--- config.mk ---
export PLATFORM = sky130hd
export DESIGN_NAME = diskette_result_status
export DESIGN_NICKNAME = d
export VERILOG_FILES = /design/src/verilog/dskst_pkg.sv /design/src/verilog/core_clock_gen.sv /design/src/verilog/diskette_result_status.sv
export SDC_FILE = /design/constraint.sdc
export NUM_CORES = 1
export LEC_CHECK = 0
export ABC_AREA = 1
export BUFFER_PORTS_ARGS = -buffer_cell sky130_fd_sc_hd__buf_4
export CAP_MARGIN = 20
export CORE_MARGIN = 2
export CORE_UTILIZATION = 42
export CTS_CLUSTER_SIZE = 28
export DETAILED_ROUTE_END_ITERATION = 7
export HOLD_SLACK_MARGIN = 0.12
export PLACE_DENSITY = 0.7
export RECOVER_POWER = 25
export SYNTH_ARGS = -nofsm -noshare
export SYNTH_HDL_FRONTEND = slang
export SYNTH_HIERARCHICAL = 1
export SYNTH_SLANG_ARGS = --single-unit
export TNS_END_PERCENT = 5
--- constraint.sdc ---
create_clock -name i_ref_clk -period 4.2 [get_ports i_ref_clk]
set_input_delay 0.84 -clock i_ref_clk [delete_from_list [all_inputs] [get_ports i_ref_clk]]
set_output_delay 0.84 -clock i_ref_clk [all_outputs]
set_load 0.03 [all_outputs]
--- src/verilog/dskst_pkg.sv ---
// Package of constants and types for the diskette result status block
// How it works
// - Access past the final sector of a cylinder sets end-of-cylinder.
// - Unused status bits 6 and 3, and third-register bit 7, read zero.
// - CRC failure on ID or data field sets the data-error flag.
// - Host byte service slower than the rate limit sets the overrun flag.
// - Sector not found on read, write deleted or scan sets no-data.
// - Read ID failure or missing start sector on read cylinder sets no-data.
// - Write-protect seen on write or format sets the not-writable flag.
// - Missing ID mark sets id-mark flag and data-mark flag together.
// - Deleted data mark met on read or scan sets control-mark flag.
// - Error in data read from medium sets data-field-error flag.
// - Medium cylinder unlike requested sets wrong-cylinder with no-data.
// - Differing medium cylinder equal to ff sets the bad-cylinder flag.
// - No data or deleted data mark found sets the missing data-mark flag.
// - Snapshot register shows drive lines, fault down to unit select.
// - DMA request on level 2, interrupt on level 6, never shared.
// - Reduced write current output is the inverse of control bit 0.
// - Up to 80 tracks and fifteen 512-byte sectors per track.
// - MFM; core clock 4.0/4.8/8.0 MHz, precomp 250/208.3/125 ns.
// - Clock switching never makes a high or low phase under 40 ns.
// - Level-6 interrupt rises at the start of the result phase.
package dskst_pkg;

	// ****************************************************************
	// Register map
	// ****************************************************************
	localparam logic [9:0] ADDR_OUTPUT_CTRL = 10'h3f2;
	localparam logic [9:0] ADDR_MAIN_STATE = 10'h3f4;
	localparam logic [9:0] ADDR_CMD_RESULT = 10'h3f5;
	localparam logic [9:0] ADDR_RATE_INPUT = 10'h3f7;
	localparam logic [7:0] RESET_BYTE = 8'h00;
	localparam logic [7:0] BAD_CYL_CODE = 8'hff;

	// ****************************************************************
	// Capacity and timing
	// ****************************************************************
	localparam int MAX_TRACKS = 80;
	localparam int MAX_SECTORS = 15;
	localparam int SECTOR_BYTES = 512;
	localparam int CLK_HZ = 50000000;
	localparam int MIN_PHASE_NS = 40;
	localparam int MIN_PHASE_CYC =
		(MIN_PHASE_NS * (CLK_HZ / 1000000) + 999) / 1000;
	// Overrun limits in ns, longest time so rounded down
	localparam int OVR_500_NS = 11000;
	localparam int OVR_300_NS = 17500;
	localparam int OVR_250_NS = 24000;
	localparam int OVR_500_CYC = OVR_500_NS * (CLK_HZ / 1000000) / 1000;
	localparam int OVR_300_CYC = OVR_300_NS * (CLK_HZ / 1000000) / 1000;
	localparam int OVR_250_CYC = OVR_250_NS * (CLK_HZ / 1000000) / 1000;
	// Precompensation in ps, and the same in 20 ns ref cycles, rounded down
	localparam int PRECOMP_250_PS = 250000;
	localparam int PRECOMP_300_PS = 208300;
	localparam int PRECOMP_500_PS = 125000;
	localparam int PRECOMP_250_CYC = PRECOMP_250_PS / 20000;
	localparam int PRECOMP_300_CYC = PRECOMP_300_PS / 20000;
	localparam int PRECOMP_500_CYC = PRECOMP_500_PS / 20000;
	// Core clock toggles per 125 ref cycles (2.5 us) at 4.0/4.8/8.0 MHz
	localparam logic [7:0] FRAC_250_NUM = 8'h14;
	localparam logic [7:0] FRAC_300_NUM = 8'h18;
	localparam logic [7:0] FRAC_500_NUM = 8'h28;
	localparam logic [7:0] FRAC_DEN = 8'h7d;
	localparam int RQ_DMA_LEVEL = 2;
	localparam int RQ_IRQ_LEVEL = 6;

	// ****************************************************************
	// Field positions
	// ****************************************************************
	localparam int MSR_READY_BIT = 7;
	localparam int MSR_DIR_BIT = 6;
	localparam int MSR_BUSY_BIT = 4;
	localparam int RATE_B0 = 0;
	localparam int RATE_B1 = 1;
	localparam int RESULT_BYTES = 3;

	// Data rate selection, from the two low control bits
	typedef enum logic [1:0] {
		RATE_500 = 2'b00,
		RATE_300 = 2'b01,
		RATE_250 = 2'b10,
		RATE_RSV = 2'b11
	} rate_e;

	// Command phase machine
	typedef enum logic [1:0] {
		PH_IDLE,
		PH_EXEC,
		PH_RESULT
	} phase_e;

	// Event reports from the execution engine
	typedef struct packed {
		logic past_final_sector;
		logic id_crc_bad;
		logic data_crc_bad;
		logic sector_not_found;
		logic readid_fail;
		logic start_sector_missing;
		logic id_mark_missing;
		logic deleted_mark_seen;
		logic data_mark_missing;
		logic cyl_valid;
		logic [7:0] cyl_read;
		logic [7:0] cyl_req;
	} exec_events_s;

	// Drive lines as seen at the cable, active high
	typedef struct packed {
		logic drive_fault;
		logic write_protect;
		logic drive_ready_state;
		logic track_zero_state;
		logic double_sided_state;
		logic side_select_state;
		logic unit_sel_bit1_state;
		logic unit_sel_bit0_state;
	} drive_lines_s;

	// Operation class of the running command
	typedef struct packed {
		logic is_read;
		logic is_write;
		logic is_format;
		logic is_scan;
	} op_class_s;

endpackage

--- src/verilog/core_clock_gen.sv ---
// Glitch-free core clock generator for the three data rates
`timescale 1ns/1ps
module core_clock_gen (
	// Clock and reset
	input wire logic i_ref_clk,
	input wire logic i_rst,
	// Rate choice
	input wire logic [1:0] i_rate,
	// Core clock
	output logic o_core_clk
);

	logic [7:0] acc;
	logic [1:0] live_rate;
	logic [7:0] step;
	logic [8:0] acc_sum;
	logic phase_end;

	// Accumulator step for the rate now in force
	assign step = (live_rate == dskst_pkg::RATE_500) ?
		dskst_pkg::FRAC_500_NUM :
		(live_rate == dskst_pkg::RATE_300) ? dskst_pkg::FRAC_300_NUM :
		dskst_pkg::FRAC_250_NUM;
	assign acc_sum = {1'b0, acc} + {1'b0, step};
	// Toggle on each wrap; phases last 3 to 7 ref cycles, never under 60 ns
	assign phase_end = acc_sum >= {1'b0, dskst_pkg::FRAC_DEN};

	// Rate changes only at a phase end, so no phase is cut short
	always_ff @(posedge i_ref_clk) begin
		if (i_rst) begin
			acc <= 8'h00;
			live_rate <= dskst_pkg::RATE_500;
			o_core_clk <= 1'b0;
		end else begin
			acc <= phase_end ? acc_sum[7:0] - dskst_pkg::FRAC_DEN :
				acc_sum[7:0];
			if (phase_end) begin
				o_core_clk <= ~o_core_clk;
				live_rate <= i_rate;
			end
		end
	end

endmodule

--- src/verilog/diskette_result_status.sv ---
// Diskette function status registers, host port and drive side lines
`timescale 1ns/1ps
module diskette_result_status (
	// Clock and reset
	input wire logic i_ref_clk,
	input wire logic i_rst,
	// Host I/O channel
	input wire logic [9:0] i_io_addr,
	input wire logic i_io_rd,
	input wire logic i_io_wr,
	input wire logic [7:0] i_io_wdata,
	output logic [7:0] o_io_rdata,
	output logic o_io_hit,
	// DMA and interrupt to the channel
	output logic o_dma_req_l2,
	input wire logic i_dma_ack_l2,
	output logic o_irq_l6,
	// Execution engine
	input wire logic i_exec_start,
	input wire logic i_exec_done,
	input wire dskst_pkg::op_class_s i_op,
	input wire dskst_pkg::exec_events_s i_ev,
	input wire logic i_byte_pending,
	input wire logic [7:0] i_cmd_opcode_unused,
	// Drive cable lines, raw
	input wire dskst_pkg::drive_lines_s i_drive,
	// Outputs to drive and core
	output logic o_reduced_write_current,
	output logic [7:0] o_drive_ctrl,
	output logic o_core_clk,
	output logic [7:0] o_precomp_cyc,
	// Status views
	output logic [7:0] o_status_one,
	output logic [7:0] o_status_two,
	output logic [7:0] o_snapshot
);

	// ****************************************************************
	// Input synchronisers
	// ****************************************************************
	dskst_pkg::drive_lines_s drv_meta;
	dskst_pkg::drive_lines_s drv_sync;

	// Two flops on the drive cable before any logic
	always_ff @(posedge i_ref_clk) begin
		if (i_rst) begin
			drv_meta <= '0;
			drv_sync <= '0;
		end else begin
			drv_meta <= i_drive;
			drv_sync <= drv_meta;
		end
	end

	// ****************************************************************
	// Host decode
	// ****************************************************************
	logic sel_ctrl;
	logic sel_main;
	logic sel_data;
	logic sel_rate;
	logic wr_ctrl;
	logic wr_rate;
	logic rd_data;
	logic wr_data;
	assign sel_ctrl = i_io_addr == dskst_pkg::ADDR_OUTPUT_CTRL;
	assign sel_main = i_io_addr == dskst_pkg::ADDR_MAIN_STATE;
	assign sel_data = i_io_addr == dskst_pkg::ADDR_CMD_RESULT;
	assign sel_rate = i_io_addr == dskst_pkg::ADDR_RATE_INPUT;
	assign wr_ctrl = i_io_wr && sel_ctrl;
	assign wr_rate = i_io_wr && sel_rate;
	assign rd_data = i_io_rd && sel_data;
	assign wr_data = i_io_wr && sel_data;
	assign o_io_hit = sel_ctrl || sel_main || sel_data || sel_rate;

	// ****************************************************************
	// Control registers
	// ****************************************************************
	logic [7:0] drive_output_control;
	logic [7:0] rate_select_control;

	// Write-only control registers
	always_ff @(posedge i_ref_clk) begin
		if (i_rst) begin
			drive_output_control <= dskst_pkg::RESET_BYTE;
			rate_select_control <= dskst_pkg::RESET_BYTE;
		end else begin
			if (wr_ctrl)
				drive_output_control <= i_io_wdata;
			if (wr_rate)
				rate_select_control <= i_io_wdata;
		end
	end

	logic [1:0] rate;
	assign rate = rate_select_control[dskst_pkg::RATE_B1:dskst_pkg::RATE_B0];
	assign o_drive_ctrl = drive_output_control;
	// Reduced write follows inverse of control bit 0
	assign o_reduced_write_current = ~rate_select_control[dskst_pkg::RATE_B0];

	// Core clock for the chosen rate
	core_clock_gen u_clk (
		.i_ref_clk(i_ref_clk),
		.i_rst(i_rst),
		.i_rate(rate),
		.o_core_clk(o_core_clk)
	);

	// Precompensation and overrun limit per rate
	logic [15:0] ovr_limit;
	always_comb begin
		case (rate)
			dskst_pkg::RATE_500: begin
				ovr_limit = 16'(dskst_pkg::OVR_500_CYC);
				o_precomp_cyc = 8'(dskst_pkg::PRECOMP_500_CYC);
			end
			dskst_pkg::RATE_300: begin
				ovr_limit = 16'(dskst_pkg::OVR_300_CYC);
				o_precomp_cyc = 8'(dskst_pkg::PRECOMP_300_CYC);
			end
			default: begin
				ovr_limit = 16'(dskst_pkg::OVR_250_CYC);
				o_precomp_cyc = 8'(dskst_pkg::PRECOMP_250_CYC);
			end
		endcase
	end

	// ****************************************************************
	// Phase machine
	// ****************************************************************
	dskst_pkg::phase_e phase;
	dskst_pkg::phase_e next_phase;
	logic [1:0] res_idx;
	logic res_last;
	assign res_last = res_idx == 2'(dskst_pkg::RESULT_BYTES - 1);

	// Idle, execution, then result bytes read by the host
	always_comb begin
		next_phase = phase;
		case (phase)
			dskst_pkg::PH_IDLE:
				if (i_exec_start)
					next_phase = dskst_pkg::PH_EXEC;
			dskst_pkg::PH_EXEC:
				if (i_exec_done)
					next_phase = dskst_pkg::PH_RESULT;
			dskst_pkg::PH_RESULT:
				if (rd_data && res_last)
					next_phase = dskst_pkg::PH_IDLE;
			default:
				next_phase = dskst_pkg::PH_IDLE;
		endcase
	end

	logic enter_exec;
	logic enter_result;
	logic in_exec;
	assign enter_exec = phase == dskst_pkg::PH_IDLE && i_exec_start;
	assign enter_result = phase == dskst_pkg::PH_EXEC && i_exec_done;
	assign in_exec = phase == dskst_pkg::PH_EXEC;

	// Phase register and result byte index
	always_ff @(posedge i_ref_clk) begin
		if (i_rst) begin
			phase <= dskst_pkg::PH_IDLE;
			res_idx <= 2'b00;
		end else begin
			phase <= next_phase;
			if (enter_result)
				res_idx <= 2'b00;
			else if (rd_data && phase == dskst_pkg::PH_RESULT)
				res_idx <= res_idx + 2'b01;
		end
	end

	// ****************************************************************
	// Overrun watchdog
	// ****************************************************************
	logic [15:0] svc_cnt;
	logic ovr_hit;
	logic svc_done;
	assign svc_done = i_dma_ack_l2 || rd_data || wr_data;
	assign ovr_hit = in_exec && i_byte_pending && svc_cnt >= ovr_limit;
	assign o_dma_req_l2 = in_exec && i_byte_pending;

	// Count cycles a transfer byte waits for service
	always_ff @(posedge i_ref_clk) begin
		if (i_rst)
			svc_cnt <= 16'h0000;
		else if (!in_exec || !i_byte_pending || svc_done)
			svc_cnt <= 16'h0000;
		else if (!ovr_hit)
			svc_cnt <= svc_cnt + 16'h0001;
	end

	// ****************************************************************
	// Error flags
	// ****************************************************************
	logic f_end_of_cylinder;
	logic f_crc_failure;
	logic f_overrun;
	logic f_sector_missing;
	logic f_write_protected_hit;
	logic f_id_addr_absent;
	logic f_deleted_sector_seen;
	logic f_data_field_error;
	logic f_wrong_cylinder;
	logic f_bad_cylinder;
	logic f_data_addr_absent;

	logic ev_nd;
	logic ev_wc;
	logic ev_bc;
	logic ev_nw;
	logic ev_cm;
	logic cyl_diff;
	assign cyl_diff = i_ev.cyl_valid && i_ev.cyl_read != i_ev.cyl_req;
	// No-data from search failures
	assign ev_nd = i_ev.sector_not_found || i_ev.readid_fail ||
		i_ev.start_sector_missing || cyl_diff;
	assign ev_wc = cyl_diff;
	assign ev_bc = cyl_diff && i_ev.cyl_read == dskst_pkg::BAD_CYL_CODE;
	assign ev_nw = drv_sync.write_protect &&
		(i_op.is_write || i_op.is_format);
	assign ev_cm = i_ev.deleted_mark_seen &&
		(i_op.is_read || i_op.is_scan);

	// Sticky during execution; cleared on entry to execution
	always_ff @(posedge i_ref_clk) begin
		if (i_rst || enter_exec) begin
			f_end_of_cylinder <= 1'b0;
			f_crc_failure <= 1'b0;
			f_overrun <= 1'b0;
			f_sector_missing <= 1'b0;
			f_write_protected_hit <= 1'b0;
			f_id_addr_absent <= 1'b0;
			f_deleted_sector_seen <= 1'b0;
			f_data_field_error <= 1'b0;
			f_wrong_cylinder <= 1'b0;
			f_bad_cylinder <= 1'b0;
			f_data_addr_absent <= 1'b0;
		end else if (in_exec) begin
			f_end_of_cylinder <= f_end_of_cylinder ||
				i_ev.past_final_sector;
			f_crc_failure <= f_crc_failure || i_ev.id_crc_bad ||
				i_ev.data_crc_bad;
			f_overrun <= f_overrun || ovr_hit;
			f_sector_missing <= f_sector_missing || ev_nd;
			f_write_protected_hit <= f_write_protected_hit || ev_nw;
			f_id_addr_absent <= f_id_addr_absent ||
				i_ev.id_mark_missing;
			f_deleted_sector_seen <= f_deleted_sector_seen || ev_cm;
			f_data_field_error <= f_data_field_error ||
				i_ev.data_crc_bad;
			f_wrong_cylinder <= f_wrong_cylinder || ev_wc;
			f_bad_cylinder <= f_bad_cylinder || ev_bc;
			f_data_addr_absent <= f_data_addr_absent ||
				i_ev.id_mark_missing ||
				i_ev.data_mark_missing;
		end
	end

	// ****************************************************************
	// Status views
	// ****************************************************************
	// Unused positions are constant zero
	assign o_status_one = {f_end_of_cylinder, 1'b0, f_crc_failure,
		f_overrun, 1'b0, f_sector_missing, f_write_protected_hit,
		f_id_addr_absent};
	assign o_status_two = {1'b0, f_deleted_sector_seen, f_data_field_error,
		f_wrong_cylinder, 2'b00, f_bad_cylinder, f_data_addr_absent};
	// Live drive lines, fault down to unit select 0
	assign o_snapshot = {drv_sync.drive_fault, drv_sync.write_protect,
		drv_sync.drive_ready_state, drv_sync.track_zero_state,
		drv_sync.double_sided_state, drv_sync.side_select_state,
		drv_sync.unit_sel_bit1_state, drv_sync.unit_sel_bit0_state};

	// Main status: ready for host, direction, busy
	logic [7:0] main_state;
	assign main_state = {phase != dskst_pkg::PH_EXEC,
		phase == dskst_pkg::PH_RESULT, 1'b0, in_exec, 4'h0};

	logic [7:0] result_byte;
	assign result_byte = (res_idx == 2'b00) ? o_snapshot :
		(res_idx == 2'b01) ? o_status_one : o_status_two;

	logic [7:0] next_rdata;
	assign next_rdata = !i_io_rd ? o_io_rdata :
		sel_main ? main_state :
		(sel_data && phase == dskst_pkg::PH_RESULT) ? result_byte :
		sel_rate ? o_snapshot : dskst_pkg::RESET_BYTE;

	// Level-6 interrupt from result phase start, unshared
	always_ff @(posedge i_ref_clk) begin
		if (i_rst) begin
			o_io_rdata <= dskst_pkg::RESET_BYTE;
			o_irq_l6 <= 1'b0;
		end else begin
			o_io_rdata <= next_rdata;
			if (enter_result)
				o_irq_l6 <= 1'b1;
			else if (rd_data)
				o_irq_l6 <= 1'b0;
		end
	end

endmodule

# After elaboration in Yosys (flattened, before gate mapping)

Cells that the tools add are included.
W data, S select, Z words.

Bits in registers: 77
Output and inout bits: 53
Word-level logic and storage cells: 128

Add/sub/neg operators: 4
Order comparisons: 2
Equality and inequality tests: 16
Muxes and demuxes: 16
Bitwise operators: 2
Reductions and logical operators: 51

Operator list:

| operator                | count |
|---|---|
| $mux W8                 | 7 |
| $eq A10 B10 Y1 const B  | 4 |
| $logic_or A1 B1 Y1      | 26 |
| $pmux W11 S2            | 1 |
| $add A16 B1 Y16 const B | 1 |
| $ge A16 B16 Y1          | 1 |
| $logic_and A1 B1 Y1     | 15 |
| $add A8 B8 Y9           | 1 |
| $ge A9 B7 Y1 const B    | 1 |
| $eq A2 B1 Y1 const B    | 4 |
| $eq A8 B8 Y1 const B    | 1 |
| $logic_not A2 Y1        | 4 |
| $ne A8 B8 Y1            | 1 |
| $pmux W4 S2             | 1 |
| $sub A8 B7 Y8 const B   | 1 |
| $mux W2                 | 3 |
| $pmux W2 S3             | 1 |
| $eq A2 B2 Y1 const B    | 2 |
| $mux W4                 | 1 |
| $ne A2 B1 Y1 const B    | 2 |
| $ne A2 B2 Y1 const B    | 2 |
| $reduce_or A2 Y1        | 2 |
| $reduce_and A3 Y1       | 1 |
| $add A2 B1 Y2 const B   | 1 |
| 4 further kinds         | 7 |

# Logic depth before layout (Yosys ltp)

Depth after elaboration: 6
Gate-level depth with buffers: 16

# By module

The synthesis kept the hierarchy.

Modules (own cells, without submodules):

| module                 | times used | cells each | area each (µm²) | seq. area each (µm²) |
|---|---|---|---|---|
| diskette_result_status | 1          | 497        | 3522.1          | 1321.3 |
| core_clock_gen         | 1          | 134        | 979.7           | 220.2 |

# Worst setup path after synthesis

No wires, ideal clock.

Path kind: input to output
From: input port i_io_addr[5]
To: output port o_io_hit
Arrival time: 1.613 ns
Slack: 1.747 ns
Cell stages on the path: 4
Cell sequence: nand2_1 > nor2_4 > nand4_2 > nand3b_1

Cells in the longest elaborated chain, start to end: 4

Ends and longest elaborated chain:

| what                                     | RTL line                                                   | RTL |
|---|---|---|
| start, declared                          | diskette_result_status.sv:8                                | `input wire logic [9:0] i_io_addr,` |
| $eq A10 B10 Y1, on equally long branches | diskette_result_status.sv:66, diskette_result_status.sv:67 |  |
| $logic_or A1 B1 Y1 (2 in a row)          | diskette_result_status.sv:74                               | `assign o_io_hit = sel_ctrl \|\| sel_main \|\| sel_data \|\| sel_rate;` |
| $logic_or A1 B1 Y1 (*)                   | diskette_result_status.sv:74                               |  |
| end, declared                            | diskette_result_status.sv:13                               | `output logic o_io_hit,` |

Every way passes the cells marked *; elsewhere a longest branch is shown, timed or not.

# Worst setup path in the final report

From: input port i_rst
To: register f_crc_failure

Cells in the longest elaborated chain, start to end: 1

Ends and longest elaborated chain:

| what                 | RTL line                      | RTL |
|---|---|---|
| start, declared      | diskette_result_status.sv:6   | `input wire logic i_rst,` |
| $logic_or A1 B1 Y1   | diskette_result_status.sv:230 | `if (i_rst \|\| enter_exec) begin` |
| end signal, assigned | diskette_result_status.sv:245 | `f_crc_failure <= f_crc_failure \|\| i_ev.id_crc_bad \|\|` |
| end, declared        | diskette_result_status.sv:200 | `logic f_crc_failure;` |

Every way passes these cells.
A chain may end at the register's enable or synchronous reset.

==> impl_results.rst <==
.. list-table::
   :header-rows: 1

   * - Metric
     - Value
   * - Outcome
     - complete, but fails checks
   * - Failing checks
     - max-capacitance violations, max-slew violations
   * - Avg Synthesized Cell Area
     - 7.13 µm²
   * - Total number of vias
     - 4181
   * - WP data required
     - 4.43 ns
   * - Commonest non-fill, non-tap cell in the layout
     - nand2_1
   * - Nets@finish
     - 809
   * - Portion of netlist area occupied by mux cells
     - 0%
   * - Time the final worst path needs with I/O delays and setup
     - 3.28 ns
   * - Cell depth of the worst hold path
     - 2
   * - Synth Area in Compound Gates
     - 11.2%
   * - R2r endpoint
     - u_clk/live_rate[1]
   * - Critical-path maximum fanout
     - 40
   * - I/O Buffers
     - 106
   * - TritonCTS clock tree
     - yes
   * - # diodes
     - 0
   * - Kind of end point of the critical path
     - register
   * - Die outline width
     - 108 µm
   * - Minimum setup slack among reg-to-reg paths
     - 1.67 ns
   * - Cell area after technology mapping
     - 0.00450 mm²
   * - Unrepaired setup endpoints after global routing
     - false
   * - Slew headroom
     - -35.6%
   * - Worst setup SP type
     - input pin
   * - Origin of the worst setup path
     - i_rst
   * - Count of hold buffers inserted by post-cts repair
     - 0
   * - Vias in the first global route
     - 4061
   * - Vertical die dimension
     - 108 µm
   * - Synth top area cells
     - dfxtp_1 34%, nand2_1 11%, inv_1 6.9%
   * - Yosys reg bits
     - 77
   * - Setup Fix Bufs, Post-CTS
     - 0
   * - Post-DR vias/cell
     - 4.88
   * - Count of standard-cell rows
     - 37
   * - Total overflow reported by the global router
     - 0
   * - Layout Skew
     - 0.0136 ns
   * - Area share of the largest cell type after synthesis
     - 34.2%
   * - GP Congestion
     - 0.898
   * - Wirelength per Cell
     - 12.4 µm
   * - Area share of xor/xnor cells in the synthesized design
     - 3.50%
   * - Antenna violations before repair
     - 0
   * - Actual slew at the worst max-slew pin
     - 2.03 ns
   * - Clock latency at the later pin of the worst-skew pair
     - 0.37 ns
   * - Synthesized-area fraction occupied by and/or/nand/nor cells
     - 31.0%
   * - First-pass GRT wire length
     - 18100 µm
   * - TritonRoute pass-1 iters
     - 4
   * - Core area
     - 0.0104 mm²
   * - Starting density of the core
     - 43.4%
   * - Classification of the worst-slack hold path
     - register to register
   * - Category of the critical setup timing path
     - input pin to register
   * - Worst ir drop on vdd
     - 202 µV
   * - Top library cells by usage in the layout, fill and taps aside
     - 130 x nand2_1, 94 x buf_4, 83 x inv_1, 77 x dfxtp_1, 56 x nor2_1
   * - Final instance area
     - 0.00535 mm²
   * - Maximum clock rate
     - 305 MHz
   * - # resized after CTS
     - 0
   * - Most area-hungry cell type in the Yosys netlist
     - dfxtp_1
   * - CTS sink cnt
     - 77
   * - Iteration-0 DRC count of the detailed router
     - 147
   * - CTS H-tree depth
     - 3
   * - Remaining number of nets flagged by the antenna check after routing
     - 0
   * - DRC violations left
     - 0
   * - Final critical-path share of the clock period
     - 78.1%
   * - Overall routing resource usage
     - 19.6%
   * - Post-Route WL
     - 10600 µm
   * - MaxCap Viol Count
     - 1
   * - Clock Tree Buf Depth
     - 2
   * - Final hold vios
     - 0
   * - Share of cells above drive strength 1
     - 22.7%
   * - Number of cells on the worst reg-to-reg path
     - 12
   * - Warning count from the yosys run
     - 6
   * - Most used flip-flop cell after synthesis
     - dfxtp_1
   * - Hold Path Sink
     - o_snapshot[3]
   * - Number of enable flip-flop cells after synthesis
     - 0
   * - Post-detailed-placement cell area
     - 0.00520 mm²
   * - Area enclosed by the die boundary
     - 0.0116 mm²
   * - Clock root cell
     - clkbuf_8
   * - Sequential share of the synthesized area
     - 34.2%
   * - Worst EP arrival
     - 3.51 ns
   * - Largest net degree at the start of global routing
     - 41
   * - Power per standard cell area
     - 372 mW/mm²
   * - Launch point of the worst hold path
     - drv_meta[3]
   * - Synth unique cells
     - 40
   * - Async set-reset flop share out of synthesis
     - 0%
   * - Static power due to leakage
     - 2.41 nW
   * - Synth-to-Final Area Change
     - 18.8%
   * - Setup TNS Final
     - 0 ns
   * - Num CTS Buffers
     - 9
   * - Clock slew at reported path FFs
     - 0.09 ns
   * - Setup Viol. Count Final
     - 0
   * - Final max-slew violation count
     - 41
   * - Synthesized instance count
     - 631
   * - Adder and majority gate portion of the synthesized area
     - 6.00%
   * - Combinational family with the most area after synthesis
     - simple AND/OR/NAND/NOR gates
   * - Reg-to-Reg Start
     - u_clk/live_rate[1]
   * - I/O pin total
     - 125
   * - Sum of net half-perimeters after detailed placement
     - 8250 µm
[state kept, by name, indices dropped and copies added, names as in the netlist, 2 cells and up]
register and count:
o_io_rdata 8, phase 2, o_drive_ctrl 8, u_clk/live_rate 2, drv_meta 8, u_clk/acc 8, rate_select_control 2, svc_cnt 16
o_snapshot 8, res_idx 2
[worst max-delay path, cell delays in order]
cell      delay, ns
clkbuf_1       1.42
inv_1          0.57
nand2_1        0.57
a21oi_1        0.08
[worst max path at each step]
stage                        to  slack [ns]  cells past startpoint
6_report          f_crc_failure        0.92                      4
3_3_place_gp           o_io_hit        1.51                      5
5_1_grt        f_id_addr_absent        0.69                      4
3_5_place_dp           o_io_hit        1.46                      5
2_1_floorplan          o_io_hit        1.75                      4
4_1_cts            o_dma_req_l2        1.20                      5
[Yosys cell counts (3+ instances only)]
cell        n
nand2_1   130
inv_1      83
dfxtp_1    77
nor2_1     56
a21oi_1    46
nand3_1    46
o21ai_0    25
buf_4      23
ha_1       20
nand2_2    15
xnor2_1    12
a21oi_2    11
nor3_1     11
clkbuf_1   10
nand4_1     8
xor2_1      6
inv_2       5
nor2_4      5
buf_6       4
nor2_2      4
nand2_4     3
nand3_2     3
nor4_1      3
o211ai_1    3
or2_2       3
[per-stage QoR]
stage | setup slack [ns] | utilization [%] | hold WS (ns) | cells | total power, mW
after floorplan | 1.75 | - | 0.388 | 640 | 1.35
after global placement | 1.51 | 50.2 | 0.390 | 841 | 1.44
after detailed placement | 1.46 | 50.2 | 0.393 | 841 | 1.46
after CTS | 1.20 | 52.0 | 0.407 | 857 | 2.00
after global routing | 0.692 | 51.6 | 0.422 | 857 | 2.11
final | 0.919 | 51.6 | 0.406 | 857 | 1.99
[area by class of cell]
class,instances,area (µm²)
clock buffers,9,124
clock inverters,7,65.1
fillers,1034,5020
inverters,88,330
multi-input cells,434,2360
flip-flops and latches,77,1540
well taps,136,170
repair buffers,106,751
[power breakdown]
| group | internal, mW | switching [mW] |
|---|---|---|
| registers | 0.781 | 0.0343 |
| logic | 0.232 | 0.398 |
| clock network | 0.229 | 0.313 |
| total | 1.24 | 0.745 |
[cell families after synthesis]
logic type	Yosys count
DFF	77
adders and majority gates	21
buffers and inverters	129
AOI/OAI and AO/OA	89
xor gates and xnor gates	18
other	1
and+or+nand+nor	296
[layer usage]
layer	vias to the layer above	global-route usage, %	part of all wire (%)
met4	0	6.23	1.4
met1	1892	23.0	44
met5	-	0	0
met2	126	34.4	48
li1	2147	-	-
met3	16	5.27	5.9
Note: power is estimated with default switching activity, not from simulation.
